File: src/hdl/bbs_pkg.sv
// Constants for the branch, bit-set and bit-test-skip execute block.
// Assumes a core clock split into four phases per instruction cycle.
// Contract
// (RL1) Top five bits 1101_0 mean relative jump; low eleven bits are the offset.
// (RL2) Jump loads counter with incremented counter plus twice offset; no flag changes.
// (RL3) Jump takes two cycles; the second cycle does nothing in every phase.
// (RL4) Opcode 1000 with bit, access-select, address sets the chosen bit in one cycle.
// (RL5) Access-select 0 uses the access bank; 1 uses the bank select pointer.
// (RL6) Extended set with access-select 0 treats addresses up to 95 as indexed offsets.
// (RL7) Two bit tests: skip when bit low, skip when bit high.
// (RL8) A met skip discards the prefetched word and runs a no-operation instead.
// (RL9) Bit set is a read-modify-write within one cycle, other bits kept.
package bbs_pkg;
    localparam int PC_W = 21;
    localparam int ADDR_W = 12;
    localparam logic [4:0] OPC_JUMP = 5'h1a;        // 1101_0
    localparam logic [3:0] OPC_RAISE = 4'h8;        // 1000
    localparam logic [3:0] OPC_SKIP_LOW = 4'hb;     // 1011
    localparam logic [3:0] OPC_SKIP_HIGH = 4'ha;    // 1010
    localparam logic [7:0] INDEX_LIMIT = 8'h5f;     // 95
    localparam logic [7:0] ACCESS_SPLIT = 8'h60;
    localparam logic [3:0] ACCESS_HIGH_BANK = 4'hf;
    localparam logic [15:0] NOP_WORD = 16'h0000;
    localparam logic [PC_W-1:0] PC_RESET = 21'h000000;
    localparam logic [ADDR_W-1:0] ADDR_RESET = 12'h000;
    localparam logic [7:0] DATA_RESET = 8'h00;

    typedef enum logic [3:0] {
        BBS_PH1 = 4'h1,
        BBS_PH2 = 4'h2,
        BBS_PH3 = 4'h4,
        BBS_PH4 = 4'h8
    } bbs_phase_e;
endpackage : bbs_pkg

File: src/hdl/bbs_addr_resolve.sv
// Resolves an 8-bit file address and access-select bit to a data address.
// Assumes the bank pointer and index base are stable for the whole cycle.
`timescale 1ns/100ps
`default_nettype none
module bbs_addr_resolve
    import bbs_pkg::*;
(
    input wire logic [7:0] file_addr,
    input wire logic access_sel,
    input wire logic ext_set_enable,
    input wire logic [3:0] bank_select_pointer,
    input wire logic [ADDR_W-1:0] index_base,
    output logic [ADDR_W-1:0] data_addr
);
    // Bank pointer, indexed offset or access bank halves
    always_comb begin
        if (access_sel) begin
            data_addr = {bank_select_pointer, file_addr};    // [RL5]
        end else if (ext_set_enable && (file_addr <= INDEX_LIMIT)) begin
            data_addr = ADDR_W'(index_base + {4'h0, file_addr});    // [RL6]
        end else if (file_addr < ACCESS_SPLIT) begin
            data_addr = {4'h0, file_addr};    // [RL5]
        end else begin
            data_addr = {ACCESS_HIGH_BANK, file_addr};    // [RL5]
        end
    end
endmodule : bbs_addr_resolve
`default_nettype wire

File: src/hdl/bbs_exec.sv
// Four-phase decode and execute for relative jump, bit raise and bit-test skip.
// One instruction cycle is four clocks; a jump or met skip flushes the next cycle.
// Assumes the fetch unit holds instr_word and pc_incr steady through phase one,
// and the register file answers rf_rdata combinationally from rf_addr.
// Condition flags live elsewhere and are never touched here.
`timescale 1ns/100ps
`default_nettype none
module bbs_exec
    import bbs_pkg::*;
(
    input wire logic clk_sys,
    input wire logic rst,
    input wire logic [15:0] instr_word,
    input wire logic [PC_W-1:0] pc_incr,
    input wire logic ext_set_enable,
    input wire logic [3:0] bank_select_pointer,
    input wire logic [ADDR_W-1:0] index_base,
    input wire logic [7:0] rf_rdata,
    output logic [3:0] phase,
    output logic [ADDR_W-1:0] rf_addr,
    output logic [7:0] rf_wdata,
    output logic rf_we,
    output logic pc_load,
    output logic [PC_W-1:0] pc_value,
    output logic discard_fetch
);
    bbs_phase_e phase_q;
    bbs_phase_e phase_d;
    logic [15:0] instr_q;
    logic [15:0] instr_d;
    logic [7:0] rdata_q;
    logic [ADDR_W-1:0] addr_d;
    logic [ADDR_W-1:0] rf_addr_q;
    logic [7:0] rf_wdata_q;
    logic rf_we_q;
    logic pc_load_q;
    logic [PC_W-1:0] pc_value_q;
    logic flush_q;
    logic skip_q;
    logic take;
    logic [10:0] word_offset;
    logic [2:0] held_bit_pos;
    logic [7:0] raise_data;
    logic is_jump;
    logic is_raise;
    logic is_skip_low;
    logic is_skip_high;
    logic test_bit;
    logic skip_met;

    // Bit position mask from the bbb field
    function automatic logic [7:0] bit_mask(input logic [2:0] pos);
        bit_mask = 8'h01 << pos;
    endfunction : bit_mask

    // Sign-extend the 11-bit offset and double it
    function automatic logic [PC_W-1:0] jump_target(input logic [PC_W-1:0] base, input logic [10:0] n);
        logic [PC_W-1:0] ext;
        ext = {{(PC_W-11){n[10]}}, n};
        jump_target = PC_W'(base + (ext << 1));
    endfunction : jump_target

    // Top nibble of a word against an opcode
    function automatic logic nibble_is(input logic [15:0] word, input logic [3:0] opc);
        nibble_is = (word[15:12] == opc);
    endfunction : nibble_is

    // Skip verdict of the two bit tests
    function automatic logic skip_wanted(input logic low_op, input logic high_op, input logic bit_val);
        skip_wanted = (low_op && !bit_val) || (high_op && bit_val);
    endfunction : skip_wanted

    // Operand fields of the incoming and the latched word
    assign word_offset = instr_word[10:0];
    assign held_bit_pos = instr_q[11:9];

    // Opcode decode of the latched word
    assign is_jump = (instr_q[15:11] == OPC_JUMP);    // [RL1]
    assign is_raise = nibble_is(instr_q, OPC_RAISE);    // [RL4]
    assign is_skip_low = nibble_is(instr_q, OPC_SKIP_LOW);    // [RL7]
    assign is_skip_high = nibble_is(instr_q, OPC_SKIP_HIGH);    // [RL7]
    assign test_bit = |(rdata_q & bit_mask(held_bit_pos));
    assign skip_met = skip_wanted(is_skip_low, is_skip_high, test_bit);    // [RL7]

    // Old register value with the chosen bit forced high
    assign raise_data = rdata_q | bit_mask(held_bit_pos);    // [RL9]

    // A word is taken at the end of phase one unless the cycle is flushed
    assign take = (phase_q == BBS_PH1) && !flush_q;

    // Registered outputs driven straight from their flops
    assign phase = phase_q;
    assign rf_addr = rf_addr_q;
    assign rf_wdata = rf_wdata_q;
    assign rf_we = rf_we_q;
    assign pc_load = pc_load_q;
    assign pc_value = pc_value_q;
    assign discard_fetch = flush_q;

    bbs_addr_resolve u_addr (
        .file_addr(instr_word[7:0]),
        .access_sel(instr_word[8]),
        .ext_set_enable(ext_set_enable),
        .bank_select_pointer(bank_select_pointer),
        .index_base(index_base),
        .data_addr(addr_d)
    );

    // Next phase of the four-clock ring
    always_comb begin
        case (phase_q)
            BBS_PH1: phase_d = BBS_PH2;
            BBS_PH2: phase_d = BBS_PH3;
            BBS_PH3: phase_d = BBS_PH4;
            BBS_PH4: phase_d = BBS_PH1;
            default: phase_d = BBS_PH1;
        endcase
    end

    // Phase register, four clocks per instruction cycle
    always_ff @(posedge clk_sys) begin
        if (rst) begin
            phase_q <= BBS_PH1;
        end else begin
            phase_q <= phase_d;
        end
    end

    // Next word: a no-operation stands in for a flushed one
    always_comb begin
        instr_d = instr_q;
        if (phase_q == BBS_PH1) begin
            if (flush_q) begin
                instr_d = NOP_WORD;    // [RL3] [RL8]
            end else begin
                instr_d = instr_word;
            end
        end
    end

    // Latched word for phases two to four
    always_ff @(posedge clk_sys) begin
        if (rst) begin
            instr_q <= NOP_WORD;
        end else begin
            instr_q <= instr_d;
        end
    end

    // Data address, held from phase two to the next take
    always_ff @(posedge clk_sys) begin
        if (rst) begin
            rf_addr_q <= ADDR_RESET;
        end else if (take) begin
            rf_addr_q <= addr_d;    // [RL5] [RL6]
        end
    end

    // Jump target, held to the next take
    always_ff @(posedge clk_sys) begin
        if (rst) begin
            pc_value_q <= PC_RESET;
        end else if (take) begin
            pc_value_q <= jump_target(pc_incr, word_offset);    // [RL2]
        end
    end

    // Read register during phase two
    always_ff @(posedge clk_sys) begin
        if (rst) begin
            rdata_q <= DATA_RESET;
        end else if (phase_q == BBS_PH2) begin
            rdata_q <= rf_rdata;    // [RL9]
        end
    end

    // Write strobe, high through phase four of a bit raise
    always_ff @(posedge clk_sys) begin
        if (rst) begin
            rf_we_q <= 1'b0;
        end else begin
            rf_we_q <= (phase_q == BBS_PH3) && is_raise;    // [RL4]
        end
    end

    // Write data, set up at the end of phase three
    always_ff @(posedge clk_sys) begin
        if (rst) begin
            rf_wdata_q <= DATA_RESET;
        end else if (phase_q == BBS_PH3) begin
            rf_wdata_q <= raise_data;    // [RL9]
        end
    end

    // Counter load, high through phase four of a jump
    always_ff @(posedge clk_sys) begin
        if (rst) begin
            pc_load_q <= 1'b0;
        end else begin
            pc_load_q <= (phase_q == BBS_PH3) && is_jump;    // [RL2]
        end
    end

    // Skip verdict, kept until the flush marker takes it
    always_ff @(posedge clk_sys) begin
        if (rst) begin
            skip_q <= 1'b0;
        end else if (phase_q == BBS_PH3) begin
            skip_q <= skip_met;    // [RL7]
        end
    end

    // Flush marker for the following cycle
    always_ff @(posedge clk_sys) begin
        if (rst) begin
            flush_q <= 1'b0;
        end else if (phase_q == BBS_PH4) begin
            flush_q <= is_jump || skip_q;    // [RL3] [RL8]
        end
    end
endmodule : bbs_exec
`default_nettype wire

File: config.mk
export PLATFORM = sky130hd
export DESIGN_NAME = bbs_exec
export DESIGN_NICKNAME = d
export VERILOG_FILES = /design/src/hdl/bbs_pkg.sv /design/src/hdl/bbs_addr_resolve.sv /design/src/hdl/bbs_exec.sv
export SDC_FILE = /design/constraint.sdc
export NUM_CORES = 1
export LEC_CHECK = 0
export ABC_CLOCK_PERIOD_IN_PS = 3120
export BUFFER_PORTS_ARGS = -buffer_cell sky130_fd_sc_hd__buf_2
export CAP_MARGIN = 30
export CORE_UTILIZATION = 49
export CTS_CLUSTER_SIZE = 12
export DETAILED_ROUTE_END_ITERATION = 8
export GPL_ROUTABILITY_DRIVEN = 0
export PLACE_DENSITY_LB_ADDON = 0.25
export RECOVER_POWER = 25
export SLEW_MARGIN = 20
export SYNTH_ARGS = -nofsm -noshare
export SYNTH_HDL_FRONTEND = slang
export SYNTH_SLANG_ARGS = --single-unit
File: constraint.sdc
create_clock -name clk_sys -period 3.12 [get_ports clk_sys]
set_input_delay 0.624 -clock clk_sys [delete_from_list [all_inputs] [get_ports clk_sys]]
set_output_delay 0.624 -clock clk_sys [all_outputs]
set_load 0.03 [all_outputs]
==> results of run 1 <==
==> through the flow <==
| stage | util | power [W] |
|---|---|---|
| after floorplan | - | 0.00186 |
| after global placement | 0.591 | 0.00215 |
| after detailed placement | 0.591 | 0.00218 |
| after CTS | 0.623 | 0.00310 |
| after global routing | 0.620 | 0.00325 |
| final | 0.620 | 0.00307 |
==> cells by family (layout without fill, tap and decap cells) <==
logic type               Yosys count  after routing  synth area share
AND/OR/NAND/NOR                  175            175             0.226
XOR/XNOR                          14             14            0.0315
adder cells (fa/ha/maj)           29             29            0.0969
AO/OA/AOI/OAI                    170            170             0.270
buffers and inverters             34            148            0.0350
multiplexers                       5              5            0.0128
flip-flops                        64             64             0.329
==> critical path: cells and delay by family <==
family | cells | cell delay [ns]
simple gates | 3 | 0.92
compound gates | 2 | 0.57
fa+ha+maj | 1 | 0.42
buf+inv | 1 | 0.18
==> power by group through the flow <==
| stage | Sequential (W) | Clock (W) | Combinational [W] |
|---|---|---|---|
| detailed placement | 0.00106 | 0 | 0.00112 |
| CTS | 0.00104 | 0.000932 | 0.00112 |
| finish | 0.00104 | 0.000907 | 0.00112 |
| global route | 0.00106 | 0.000962 | 0.00123 |
| global placement | 0.00106 | 0 | 0.00109 |
| floorplan | 0.00126 | 0 | 0.000592 |
==> routing by layer <==
layer,vias up,global-route usage,routed length [um]
li1,2036,-,-
met1,1884,0.319,4580
met2,135,0.443,4980
met4,0,0.0966,207
met3,23,0.0578,599
met5,-,0,0
==> cell usage in the layout (no fill, tap or decap), types with 7 or more instances in the layout <==
cell,Yosys,routed
nor2b_1,7,7
nor3b_1,9,9
xor2_1,8,8
o211ai_1,8,8
dfxtp_1,64,64
clkbuf_1,13,10
buf_2,7,104
nor3_1,11,11
ha_1,27,27
a211oi_1,11,11
a21o_1,9,9
inv_1,12,12
o21ai_0,38,38
a21oi_1,61,61
nand3_1,13,13
nor2_1,39,39
a31oi_1,7,7
clkbuf_8,0,10
nand2_1,54,54
and3_1,7,7
==> final cells by class <==
| type | count | area [sq um] | area share |
|---|---|---|---|
| clock buffer | 10 | 138 | 0.0287 |
| timing repair buffer | 120 | 603 | 0.126 |
| sequential | 64 | 1280 | 0.267 |
| multi-input combinational | 393 | 2480 | 0.518 |
| tap | 102 | 128 | 0.0266 |
| inverter | 12 | 45.0 | 0.00940 |
| clock inverter | 6 | 115 | 0.0240 |
==> flip-flops by register name, indices dropped and copies added, names as in the netlist <==
name / flops
rf_wdata: 8
rf_addr: 12
discard_fetch: 1
pc_load: 1
instr_q: 7
rdata_q: 8
phase: 4
pc_value: 21
skip_q: 1
rf_we: 1
==> cells in the mapped netlist, types with 7 or more instances <==
library cell,number,share of area
dfxtp_1,64,0.33
clkbuf_1,13,0.013
nor3b_1,9,0.017
a21o_1,9,0.017
inv_1,12,0.012
nor2b_1,7,0.011
o21ai_0,38,0.049
o211ai_1,8,0.015
a211oi_1,11,0.021
nand2_1,54,0.052
nor3_1,11,0.014
buf_2,7,0.0090
and3_1,7,0.011
a31oi_1,7,0.011
nor2_1,39,0.038
a21oi_1,61,0.078
nand3_1,13,0.017
ha_1,27,0.087
xor2_1,8,0.018
==> worst max path at each step <==
stage	to	start	cells past startpoint	slack, ns
2_1_floorplan	pc_value[20]	instr_word[10]	6	0.63
3_3_place_gp	pc_value[20]	instr_word[10]	7	0.34
3_5_place_dp	pc_value[20]	instr_word[10]	7	0.29
4_1_cts	pc_value[20]	instr_word[10]	7	0.66
5_1_grt	pc_value[9]	instr_word[0]	8	0.56
6_report	pc_value[20]	instr_word[10]	7	0.63
==> results.sh, run 1 <==
export IMPL_status="finished clean"
export IMPL_synthesis_nets=584
export IMPL_worst_setup_path_start_kind="input port"
export IMPL_setup_viol=0
export IMPL_rsz0062_at_grt="no"
export IMPL_htreeDepth=3
export IMPL_maxCapViolCount=0
export IMPL_drt_initial_drc_count=212
export IMPL_fin_area_sq_um=4790
export IMPL_vdd_drop_max_mv=0.307
export IMPL_grt_usage=0.260
export IMPL_required_ns=3.35
export IMPL_power_frac_seq=0.341
export IMPL_die_x_um=91.2
export IMPL_critPathKind="input port to register"
export IMPL_via_per_inst=5.77
export IMPL_dp_cells=691
export IMPL_grt_pass1_vias=3840
export IMPL_grt_pass1_wl_um=17500
export IMPL_core_sq_um=7730
export IMPL_drc=0
export IMPL_cts_sinks=64
export IMPL_p_per_area_nw_per_um2=640
export IMPL_port_buffers=111
export IMPL_cts_tree="built"
export IMPL_cts_buffers=9
export IMPL_hpwl_um=7740
export IMPL_grt_overflow=0
export IMPL_min_to="pc_value[8]"
export IMPL_ff2ff_setup_slack_ns=0.79
export IMPL_hold_viol=0
export IMPL_slew_headroom=0.516
export IMPL_nets=693
export IMPL_postCtsSetupBuffers=0
export IMPL_finalMaxSlewViolations=0
export IMPL_diodes=0
export IMPL_post_place_ws_ns=0.288
export IMPL_wl_per_cell_um=14.7
export IMPL_p_comb_frac=0.364
export IMPL_die_area_sq_um=8320
export IMPL_fin_cells=707
export IMPL_synthesis_instances=491
export IMPL_ant_nets=0
export IMPL_antenna_found_initial=0
export IMPL_area_delta_synth_final_pct=22.9
export IMPL_period_minus_slack_ns=2.49
export IMPL_syn_cell_area_sq_um=3900
export IMPL_synth_edf_count=0
export IMPL_synth_seq_cells=64
export IMPL_crit_chain="buf_2 -> ha_1 -> and4_1 -> a31o_2 -> a221o_1 -> or4_1 -> nor3b_1"
export IMPL_netSwitchingFraction=0.382
export IMPL_min_from="pc_value[8]"
export IMPL_drive_gt1_frac=0.220
export IMPL_timing_final_crit_share=0.798
export IMPL_grt_start_max_net_pins=48
export IMPL_postCtsHoldBufs=0
export IMPL_first_pass_iters=5
export IMPL_p_int_w=0.00189
export IMPL_seq_area_frac_synth=0.329
export IMPL_cp_arrival_ns=2.72
export IMPL_ctsResizeCount=0
export IMPL_die_y_um=91.2
export IMPL_crit_path_top_delay_cell="or4_1"
export IMPL_yosys_warnings=0
export IMPL_clkPwrFrac=0.296
export IMPL_reg2regPathDepth=6
export IMPL_io_pins=112
export IMPL_timing_rr_start="phase[1]"
export IMPL_start_util=0.505
export IMPL_min_path_cells=2
export IMPL_fmax_ghz=0.402
export IMPL_root_buffer="clkbuf_8"
export IMPL_clk_latency_ns=0.35
export IMPL_synth_distinct_cells=55
export IMPL_num_vias=4078
export IMPL_synth_main_ff_cell="dfxtp_1"
export IMPL_rr_endpoint="pc_value[12]"
export IMPL_cp_max_fo=11
export IMPL_p_sw_w=0.00117
export IMPL_fin_setup_tns_ns=0
export IMPL_rows=32
export IMPL_worst_slack_ns=0.630
export IMPL_n_fill_cell=720
export IMPL_syn_avg_cell_area_sq_um=7.94
export IMPL_critPathMaxStageDelay_ns=0.50
export IMPL_holdCritPathClass="register to register"
export IMPL_place_area_sq_um=4560
export IMPL_clkSlewWorstSetupHoldPaths_ns=0.07
export IMPL_async_flop_share=0
export IMPL_finClkSkew_ns=0.00744
export IMPL_whs_ns=0.451
export IMPL_critPathCaptureType="register"
export IMPL_power_leakage_nw=2.15
export IMPL_tightest_slew_ns=0.725
export IMPL_clockBufferDepth=2
export IMPL_routed_wl_um=10400
Note: power is estimated with default switching activity, not from simulation.
==> run 2: changes to the inputs <==
--- a/config.mk
+++ b/config.mk
@@ -5,7 +5,8 @@
 export SDC_FILE = /design/constraint.sdc
 export NUM_CORES = 1
 export LEC_CHECK = 0
-export ABC_CLOCK_PERIOD_IN_PS = 3120
+export ABC_AREA = 1
+export ABC_CLOCK_PERIOD_IN_PS = 2400
 export BUFFER_PORTS_ARGS = -buffer_cell sky130_fd_sc_hd__buf_2
 export CAP_MARGIN = 30
 export CORE_UTILIZATION = 49
==> constraint.sdc (replaced) <==
create_clock -name clk_sys -period 2.4 [get_ports clk_sys]
set_input_delay 0.48 -clock clk_sys [delete_from_list [all_inputs] [get_ports clk_sys]]
set_output_delay 0.48 -clock clk_sys [all_outputs]
set_load 0.03 [all_outputs]
==> run 2 against run 1 <==
Effect of this change:
- routed wire length is 11% higher
- setup slack got worse by 0.086 ns
- final area rose by 4.6%
- register-to-register slack got worse by 0.15 ns
- via count increased by 12%
- combinational power increased by 36%
- cell count increased by 23%
- critical path type unchanged
- sequential power is 35% higher
- core utilization is 1.6 points lower
- clock-buffer cell count is 2 higher
- synthesized area up 8.4%
- die area is 8.2% higher
==> results.sh, run 2 <==
export IMPL_nets=854
export IMPL_grt_usage=0.266
export IMPL_drt_initial_drc_count=190
export IMPL_critPathLaunch="instr_word[0]"
export IMPL_synth_seq_cells=64
export IMPL_htreeDepth=3
export IMPL_yosys_warnings=0
export IMPL_fin_total_pwr_w=0.00380
export IMPL_timing_final_crit_share=0.774
export IMPL_fin_setup_tns_ns=0
export IMPL_synthTopCellsByArea="dfxtp_1 (30%), nand2_1 (14%), inv_1 (8.5%)"
export IMPL_required_ns=2.64
export IMPL_fin_cells=871
export IMPL_power_leakage_nw=2.61
export IMPL_cp_depth=13
export IMPL_seq_area_sq_um=1280
export IMPL_synth_area_leader_cell="dfxtp_1"
export IMPL_diodes=0
export IMPL_worst_setup_path_start_kind="input port"
export IMPL_finalMaxSlewViolations=0
export IMPL_crit_chain="buf_2 -> ha_1 -> fa_1 -> nand3_1 -> nand3_1 -> nand2_1 -> nand2_1 -> nand2_1 -> nand2_1 -> nand2_1 -> nand3_1 -> nand2_1 -> inv_1"
export IMPL_critPathKind="input port to register"
export IMPL_tightest_slew_ns=0.604
export IMPL_via_per_inst=5.27
export IMPL_cts_tree="built"
export IMPL_timing_rr_start="phase[0]"
export IMPL_drive_gt1_frac=0.151
export IMPL_clk_latency_ns=0.35
export IMPL_postCtsHoldBufs=0
export IMPL_num_vias=4587
export IMPL_slew_headroom=0.597
export IMPL_synth_edf_count=0
export IMPL_layout_commonest_cell="nand2_1"
export IMPL_critPathCaptureType="register"
export IMPL_power_frac_seq=0.369
export IMPL_core_sq_um=8300
export IMPL_drc=0
export IMPL_start_util=0.509
export IMPL_io_pins=112
export IMPL_p_int_w=0.00217
export IMPL_crit_top_cell="nand2_1"
export IMPL_antenna_found_initial=0
export IMPL_holdCritPathClass="input port to register"
export IMPL_setup_viol=0
export IMPL_clkSlewWorstSetupHoldPaths_ns=0.07
export IMPL_ant_nets=0
export IMPL_mostFrequentLayoutCells="nand2_1 (162), inv_1 (96), buf_2 (87)"
export IMPL_fin_area_sq_um=5010
export IMPL_rows=33
export IMPL_crit_path_top_delay_cell="fa_1"
export IMPL_final_util=0.604
export IMPL_cp_max_fo=4
export IMPL_crit_end="pc_value[13]"
export IMPL_area_delta_synth_final_pct=18.6
export IMPL_cp_arrival_ns=2.10
export IMPL_cts_sinks=64
export IMPL_cts_buffers=9
export IMPL_die_area_sq_um=9000
export IMPL_cp_buffers_inverters=2
export IMPL_synthesis_instances=651
export IMPL_wl_per_cell_um=13.3
export IMPL_hold_viol=0
export IMPL_port_buffers=111
export IMPL_n_fill_cell=838
export IMPL_rsz0062_at_grt="no"
export IMPL_rr_endpoint="rf_addr[2]"
export IMPL_yosys_top_cells_count="nand2_1 (161), inv_1 (96), dfxtp_1 (64)"
export IMPL_synth_top_area_frac=0.303
export IMPL_grt_pass1_vias=4194
export IMPL_fmax_ghz=0.539
export IMPL_synthesis_nets=744
export IMPL_root_buffer="clkbuf_8"
export IMPL_syn_cell_area_sq_um=4230
export IMPL_maxCapViolCount=0
export IMPL_first_pass_iters=5
export IMPL_syn_avg_cell_area_sq_um=6.49
export IMPL_dp_cells=855
export IMPL_status="finished clean"
export IMPL_ff2ff_setup_slack_ns=0.64
export IMPL_ctsResizeCount=0
export IMPL_synth_distinct_cells=35
export IMPL_grt_overflow=0
export IMPL_p_comb_frac=0.401
export IMPL_synth_main_ff_cell="dfxtp_1"
export IMPL_critPathTopFamily="simple AND/OR/NAND/NOR gates"
export IMPL_p_per_area_nw_per_um2=758
export IMPL_grt_pass1_wl_um=18700
export IMPL_seq_area_frac_synth=0.303
export IMPL_netSwitchingFraction=0.429
export IMPL_finClkSkew_ns=0.00730
export IMPL_place_area_sq_um=4860
export IMPL_p_sw_w=0.00163
export IMPL_grt_start_max_net_pins=34
export IMPL_period_minus_slack_ns=1.86
export IMPL_largest_reg_flops=21
export IMPL_routed_wl_um=11500
export IMPL_multiInputGateArea_sq_um=2460
export IMPL_clockBufferDepth=2
export IMPL_synth_most_common_cell="nand2_1"
export IMPL_clkPwrFrac=0.230
export IMPL_postCtsSetupBuffers=0
export IMPL_critPathMaxStageDelay_ns=0.46
export IMPL_die_x_um=94.9
export IMPL_die_y_um=94.9
export IMPL_async_flop_share=0
export IMPL_hpwl_um=8970
export IMPL_vdd_drop_max_mv=0.481
export IMPL_reg2regPathDepth=8
## run 2: changes by cell type in the layout (fill, tap and decap cells not counted), sizes merged, moves of 8 or more
cell and change:
nand3 +42, nor3b -9, nand2 +108, a211oi -11
buf -17, a21o -8, clkbuf +16, nor2 +16
inv +85
## run 2: layer usage
metal  global-route usage  vias to the layer above  wire length [um]
li1                     -                     2350                 -
met1                0.328                     2051              5200
met2                0.448                      156              5250
met3               0.0548                       30               800
met4                0.114                        0               289
met5                    0                        -                 0
## run 2: final cells by class
| class | instances | area share |
|---|---|---|
| Sequential cell | 64 | 0.256 |
| Tap cell | 105 | 0.0262 |
| Multi-Input combinational cell | 471 | 0.492 |
| Clock buffer | 12 | 0.0310 |
| Inverter | 98 | 0.0734 |
| Clock inverter | 4 | 0.00574 |
| Timing Repair Buffer | 117 | 0.116 |
## run 2: logic make-up (layout without fill, tap and decap cells)
family                     Yosys count  after routing  share of synthesized area
AOI/OAI and AO/OA                  132            132                      0.174
xor gates and xnor gates             9              9                     0.0187
adders and majority gates           29             29                     0.0894
buffers and inverters              116            231                      0.112
DFF                                 64             64                      0.303
and+or+nand+nor                    301            301                      0.303
## run 2: worst min path at each step
stage,startpoint,endpoint,slack [ns],cells past startpoint
final,pc_incr[0],pc_value[0],0.37,3
after global routing,instr_word[12],instr_q[12],0.39,3
after detailed placement,rdata_q[1],rdata_q[1],0.46,2
after floorplan,skip_q,discard_fetch,0.43,2
after CTS,pc_incr[0],pc_value[0],0.36,3
after global placement,rdata_q[0],rdata_q[0],0.45,2
## run 2: per-stage QoR
| stage | hold slack, ns | setup WS (ns) |
|---|---|---|
| 4_1_cts | 0.355 | 0.564 |
| 2_1_floorplan | 0.433 | 0.539 |
| 3_3_place_gp | 0.447 | 0.271 |
| 3_5_place_dp | 0.459 | 0.208 |
| 6_report | 0.370 | 0.543 |
| 5_1_grt | 0.386 | 0.417 |
## run 2: power groups by stage
stage | Sequential (W) | Clock (W) | Combinational (W)
floorplan | 0.00169 | 0 | 0.000832
global placement | 0.00141 | 0 | 0.00152
detailed placement | 0.00142 | 0 | 0.00154
CTS | 0.00140 | 0.000879 | 0.00155
global route | 0.00142 | 0.000931 | 0.00169
finish | 0.00140 | 0.000876 | 0.00152
## run 2: tightest hold or removal path: cells and delay by family
family	cells	cell delay, ns
buf+inv	1	0.08
simple gates	2	0.12
==> run 3: changes to the inputs <==
--- a/config.mk
+++ b/config.mk
@@ -5,8 +5,8 @@
 export SDC_FILE = /design/constraint.sdc
 export NUM_CORES = 1
 export LEC_CHECK = 0
-export ABC_AREA = 1
-export ABC_CLOCK_PERIOD_IN_PS = 2400
+export ABC_AREA = 0
+export ABC_CLOCK_PERIOD_IN_PS = 1900
 export BUFFER_PORTS_ARGS = -buffer_cell sky130_fd_sc_hd__buf_2
 export CAP_MARGIN = 30
 export CORE_UTILIZATION = 49
==> constraint.sdc (replaced) <==
create_clock -name clk_sys -period 1.9 [get_ports clk_sys]
set_input_delay 0.38 -clock clk_sys [delete_from_list [all_inputs] [get_ports clk_sys]]
set_output_delay 0.38 -clock clk_sys [all_outputs]
set_load 0.03 [all_outputs]
==> run 3 against run 2 <==
Effect of this change:
- the run now ends with setup timing left
- register-to-register slack worse by 0.69 ns
- via count is 2.4% lower
- clock power is 58% higher
- hold slack worse by 0.11 ns
- flip-flop and latch count stayed put
- final area is 13% higher
- critical path depth is 4 lower
- non-clock buffer count is 80 higher
- largest power group unchanged
- clock skew is 0.0088 ns higher
- die area is 7.6% lower
- first-iteration DRC count is 46% higher
==> results.sh, run 3 (same netlist as run 1, synthesis figures left out) <==
export IMPL_status="finished, violations left"
export IMPL_violations="setup timing"
export IMPL_hpwl_um=8860
export IMPL_crit_chain="buf_2 -> ha_1 -> a211oi_2 -> o211ai_1 -> buf_4 -> a31o_2 -> a31oi_1 -> or3_1 -> nand3_1"
export IMPL_finalMaxSlewViolations=0
export IMPL_p_per_area_nw_per_um2=940
export IMPL_tightest_slew_ns=0.503
export IMPL_core_sq_um=7730
export IMPL_clkSlewWorstSetupHoldPaths_ns=0.08
export IMPL_cts_buffers=9
export IMPL_clockBufferDepth=2
export IMPL_die_y_um=91.2
export IMPL_setup_viol=4
export IMPL_wl_per_cell_um=15.7
export IMPL_diodes=0
export IMPL_grt_start_max_net_pins=46
export IMPL_cts_tree="built"
export IMPL_n_fill_cell=614
export IMPL_dp_cells=763
export IMPL_vdd_drop_max_mv=0.430
export IMPL_routed_wl_um=12300
export IMPL_netSwitchingFraction=0.398
export IMPL_cp_buffers_inverters=2
export IMPL_layout_commonest_cell="buf_2"
export IMPL_area_delta_synth_final_pct=45.2
export IMPL_first_pass_iters=5
export IMPL_grt_usage=0.287
export IMPL_mostFrequentLayoutCells="buf_2 (84), buf_4 (83), dfxtp_1 (60)"
export IMPL_critPathCaptureType="register"
export IMPL_clkPwrFrac=0.259
export IMPL_die_x_um=91.2
export IMPL_rsz0062_at_grt="yes"
export IMPL_postCtsHoldBufs=0
export IMPL_grt_pass1_vias=4234
export IMPL_port_buffers=111
export IMPL_timing_final_crit_share=1.06
export IMPL_crit_path_top_delay_cell="ha_1"
export IMPL_period_minus_slack_ns=2.01
export IMPL_ff2ff_setup_slack_ns=-0.05
export IMPL_die_area_sq_um=8320
export IMPL_critPathKind="input port to register"
export IMPL_holdCritPathClass="input port to register"
export IMPL_drive_gt1_frac=0.349
export IMPL_start_util=0.505
export IMPL_fin_cells=784
export IMPL_fin_total_pwr_w=0.00532
export IMPL_grt_overflow=0
export IMPL_slew_headroom=0.664
export IMPL_drc=0
export IMPL_cp_max_fo=3
export IMPL_power_leakage_nw=2.52
export IMPL_ant_nets=0
export IMPL_critPathMaxStageDelay_ns=0.31
export IMPL_required_ns=2.14
export IMPL_maxCapViolCount=0
export IMPL_antenna_found_initial=0
export IMPL_largest_reg_flops=21
export IMPL_via_per_inst=5.71
export IMPL_clk_latency_ns=0.35
export IMPL_num_vias=4478
export IMPL_io_pins=112
export IMPL_critPathTopFamily="compound AO/OA/AOI/OAI gates"
export IMPL_root_buffer="clkbuf_8"
export IMPL_drt_initial_drc_count=278
export IMPL_finClkSkew_ns=0.0161
export IMPL_hold_viol=0
export IMPL_worst_slack_ns=-0.111
export IMPL_p_int_w=0.00321
export IMPL_p_sw_w=0.00212
export IMPL_cts_sinks=64
export IMPL_nets=770
export IMPL_power_frac_seq=0.320
export IMPL_worst_setup_path_start_kind="input port"
export IMPL_p_comb_frac=0.421
export IMPL_fin_setup_tns_ns=-0.248
export IMPL_grt_pass1_wl_um=19400
export IMPL_cp_arrival_ns=2.25
export IMPL_fmax_ghz=0.497
export IMPL_rows=32
export IMPL_htreeDepth=3
-- run 3: cell count changes in the layout (fill, tap and decap cells not counted), moves of 7 or more --
| cell | previous run | this run |
|---|---|---|
| nor2_1 | 53 | 38 |
| ha_4 | 0 | 10 |
| ha_1 | 27 | 17 |
| o21ai_0 | 43 | 31 |
| o21a_1 | 10 | 3 |
| nand2_1 | 162 | 53 |
| a211oi_1 | 0 | 7 |
| nor3b_1 | 0 | 8 |
| a21o_1 | 1 | 9 |
| nand3_1 | 55 | 13 |
| inv_1 | 96 | 11 |
| buf_4 | 5 | 83 |
-- run 3: final timing paths --
check              start            to  depth (start not counted)
max reg2reg     phase[3]  pc_value[17]                          4
min          rf_rdata[2]    rdata_q[2]                          3
max           pc_incr[2]  pc_value[14]                          9
min reg2reg  pc_value[8]   pc_value[8]                          2
-- run 3: final cells by class --
class | instances | area, sq um | area share
clock buffers | 9 | 124 | 0.0219
clock inverters | 7 | 103 | 0.0181
inverters | 12 | 45.0 | 0.00796
multi-input cells | 393 | 2740 | 0.485
flip-flops and latches | 64 | 1290 | 0.228
well taps | 102 | 128 | 0.0225
repair buffers | 197 | 1230 | 0.217
-- run 3: layer usage --
layer / routed length, um / GRT usage / up-vias / share of wire
met5: 0 / 0 / - / 0
met4: 238 / 0.114 / 0 / 0.019
met3: 638 / 0.0427 / 33 / 0.052
met2: 6010 / 0.497 / 158 / 0.49
met1: 5440 / 0.358 / 2101 / 0.44
li1: - / - / 2186 / -
-- run 3: through the flow --
step	area, sq um	hold WS [ns]	setup slack [ns]	util
6_report	5660	0.263	-0.111	0.733
5_1_grt	5660	0.258	-0.114	0.733
4_1_cts	5540	0.256	-0.0266	0.717
3_5_place_dp	5250	0.445	-0.553	0.679
3_3_place_gp	5250	0.439	-0.459	0.679
2_1_floorplan	4040	0.437	-0.181	-
-- run 3: power groups by stage --
stage | Combinational, W | Clock [W] | Sequential [W]
global placement | 0.00205 | 0 | 0.00172
global route | 0.00241 | 0.00145 | 0.00173
detailed placement | 0.00211 | 0 | 0.00173
CTS | 0.00217 | 0.00139 | 0.00170
finish | 0.00224 | 0.00138 | 0.00170
floorplan | 0.00101 | 0 | 0.00208
-- run 3: worst min-delay path, cell delays in order --
cell     delay (ns)
buf_2          0.09
nand2_1        0.05
a21oi_1        0.05
-- run 3: repair_timing --
action / CTS / global route
gates resized for setup: 14 / 27
pin swaps: 7 / 24
setup buffers: 1 / 4
endpoints found under the setup margin: 13 / 13
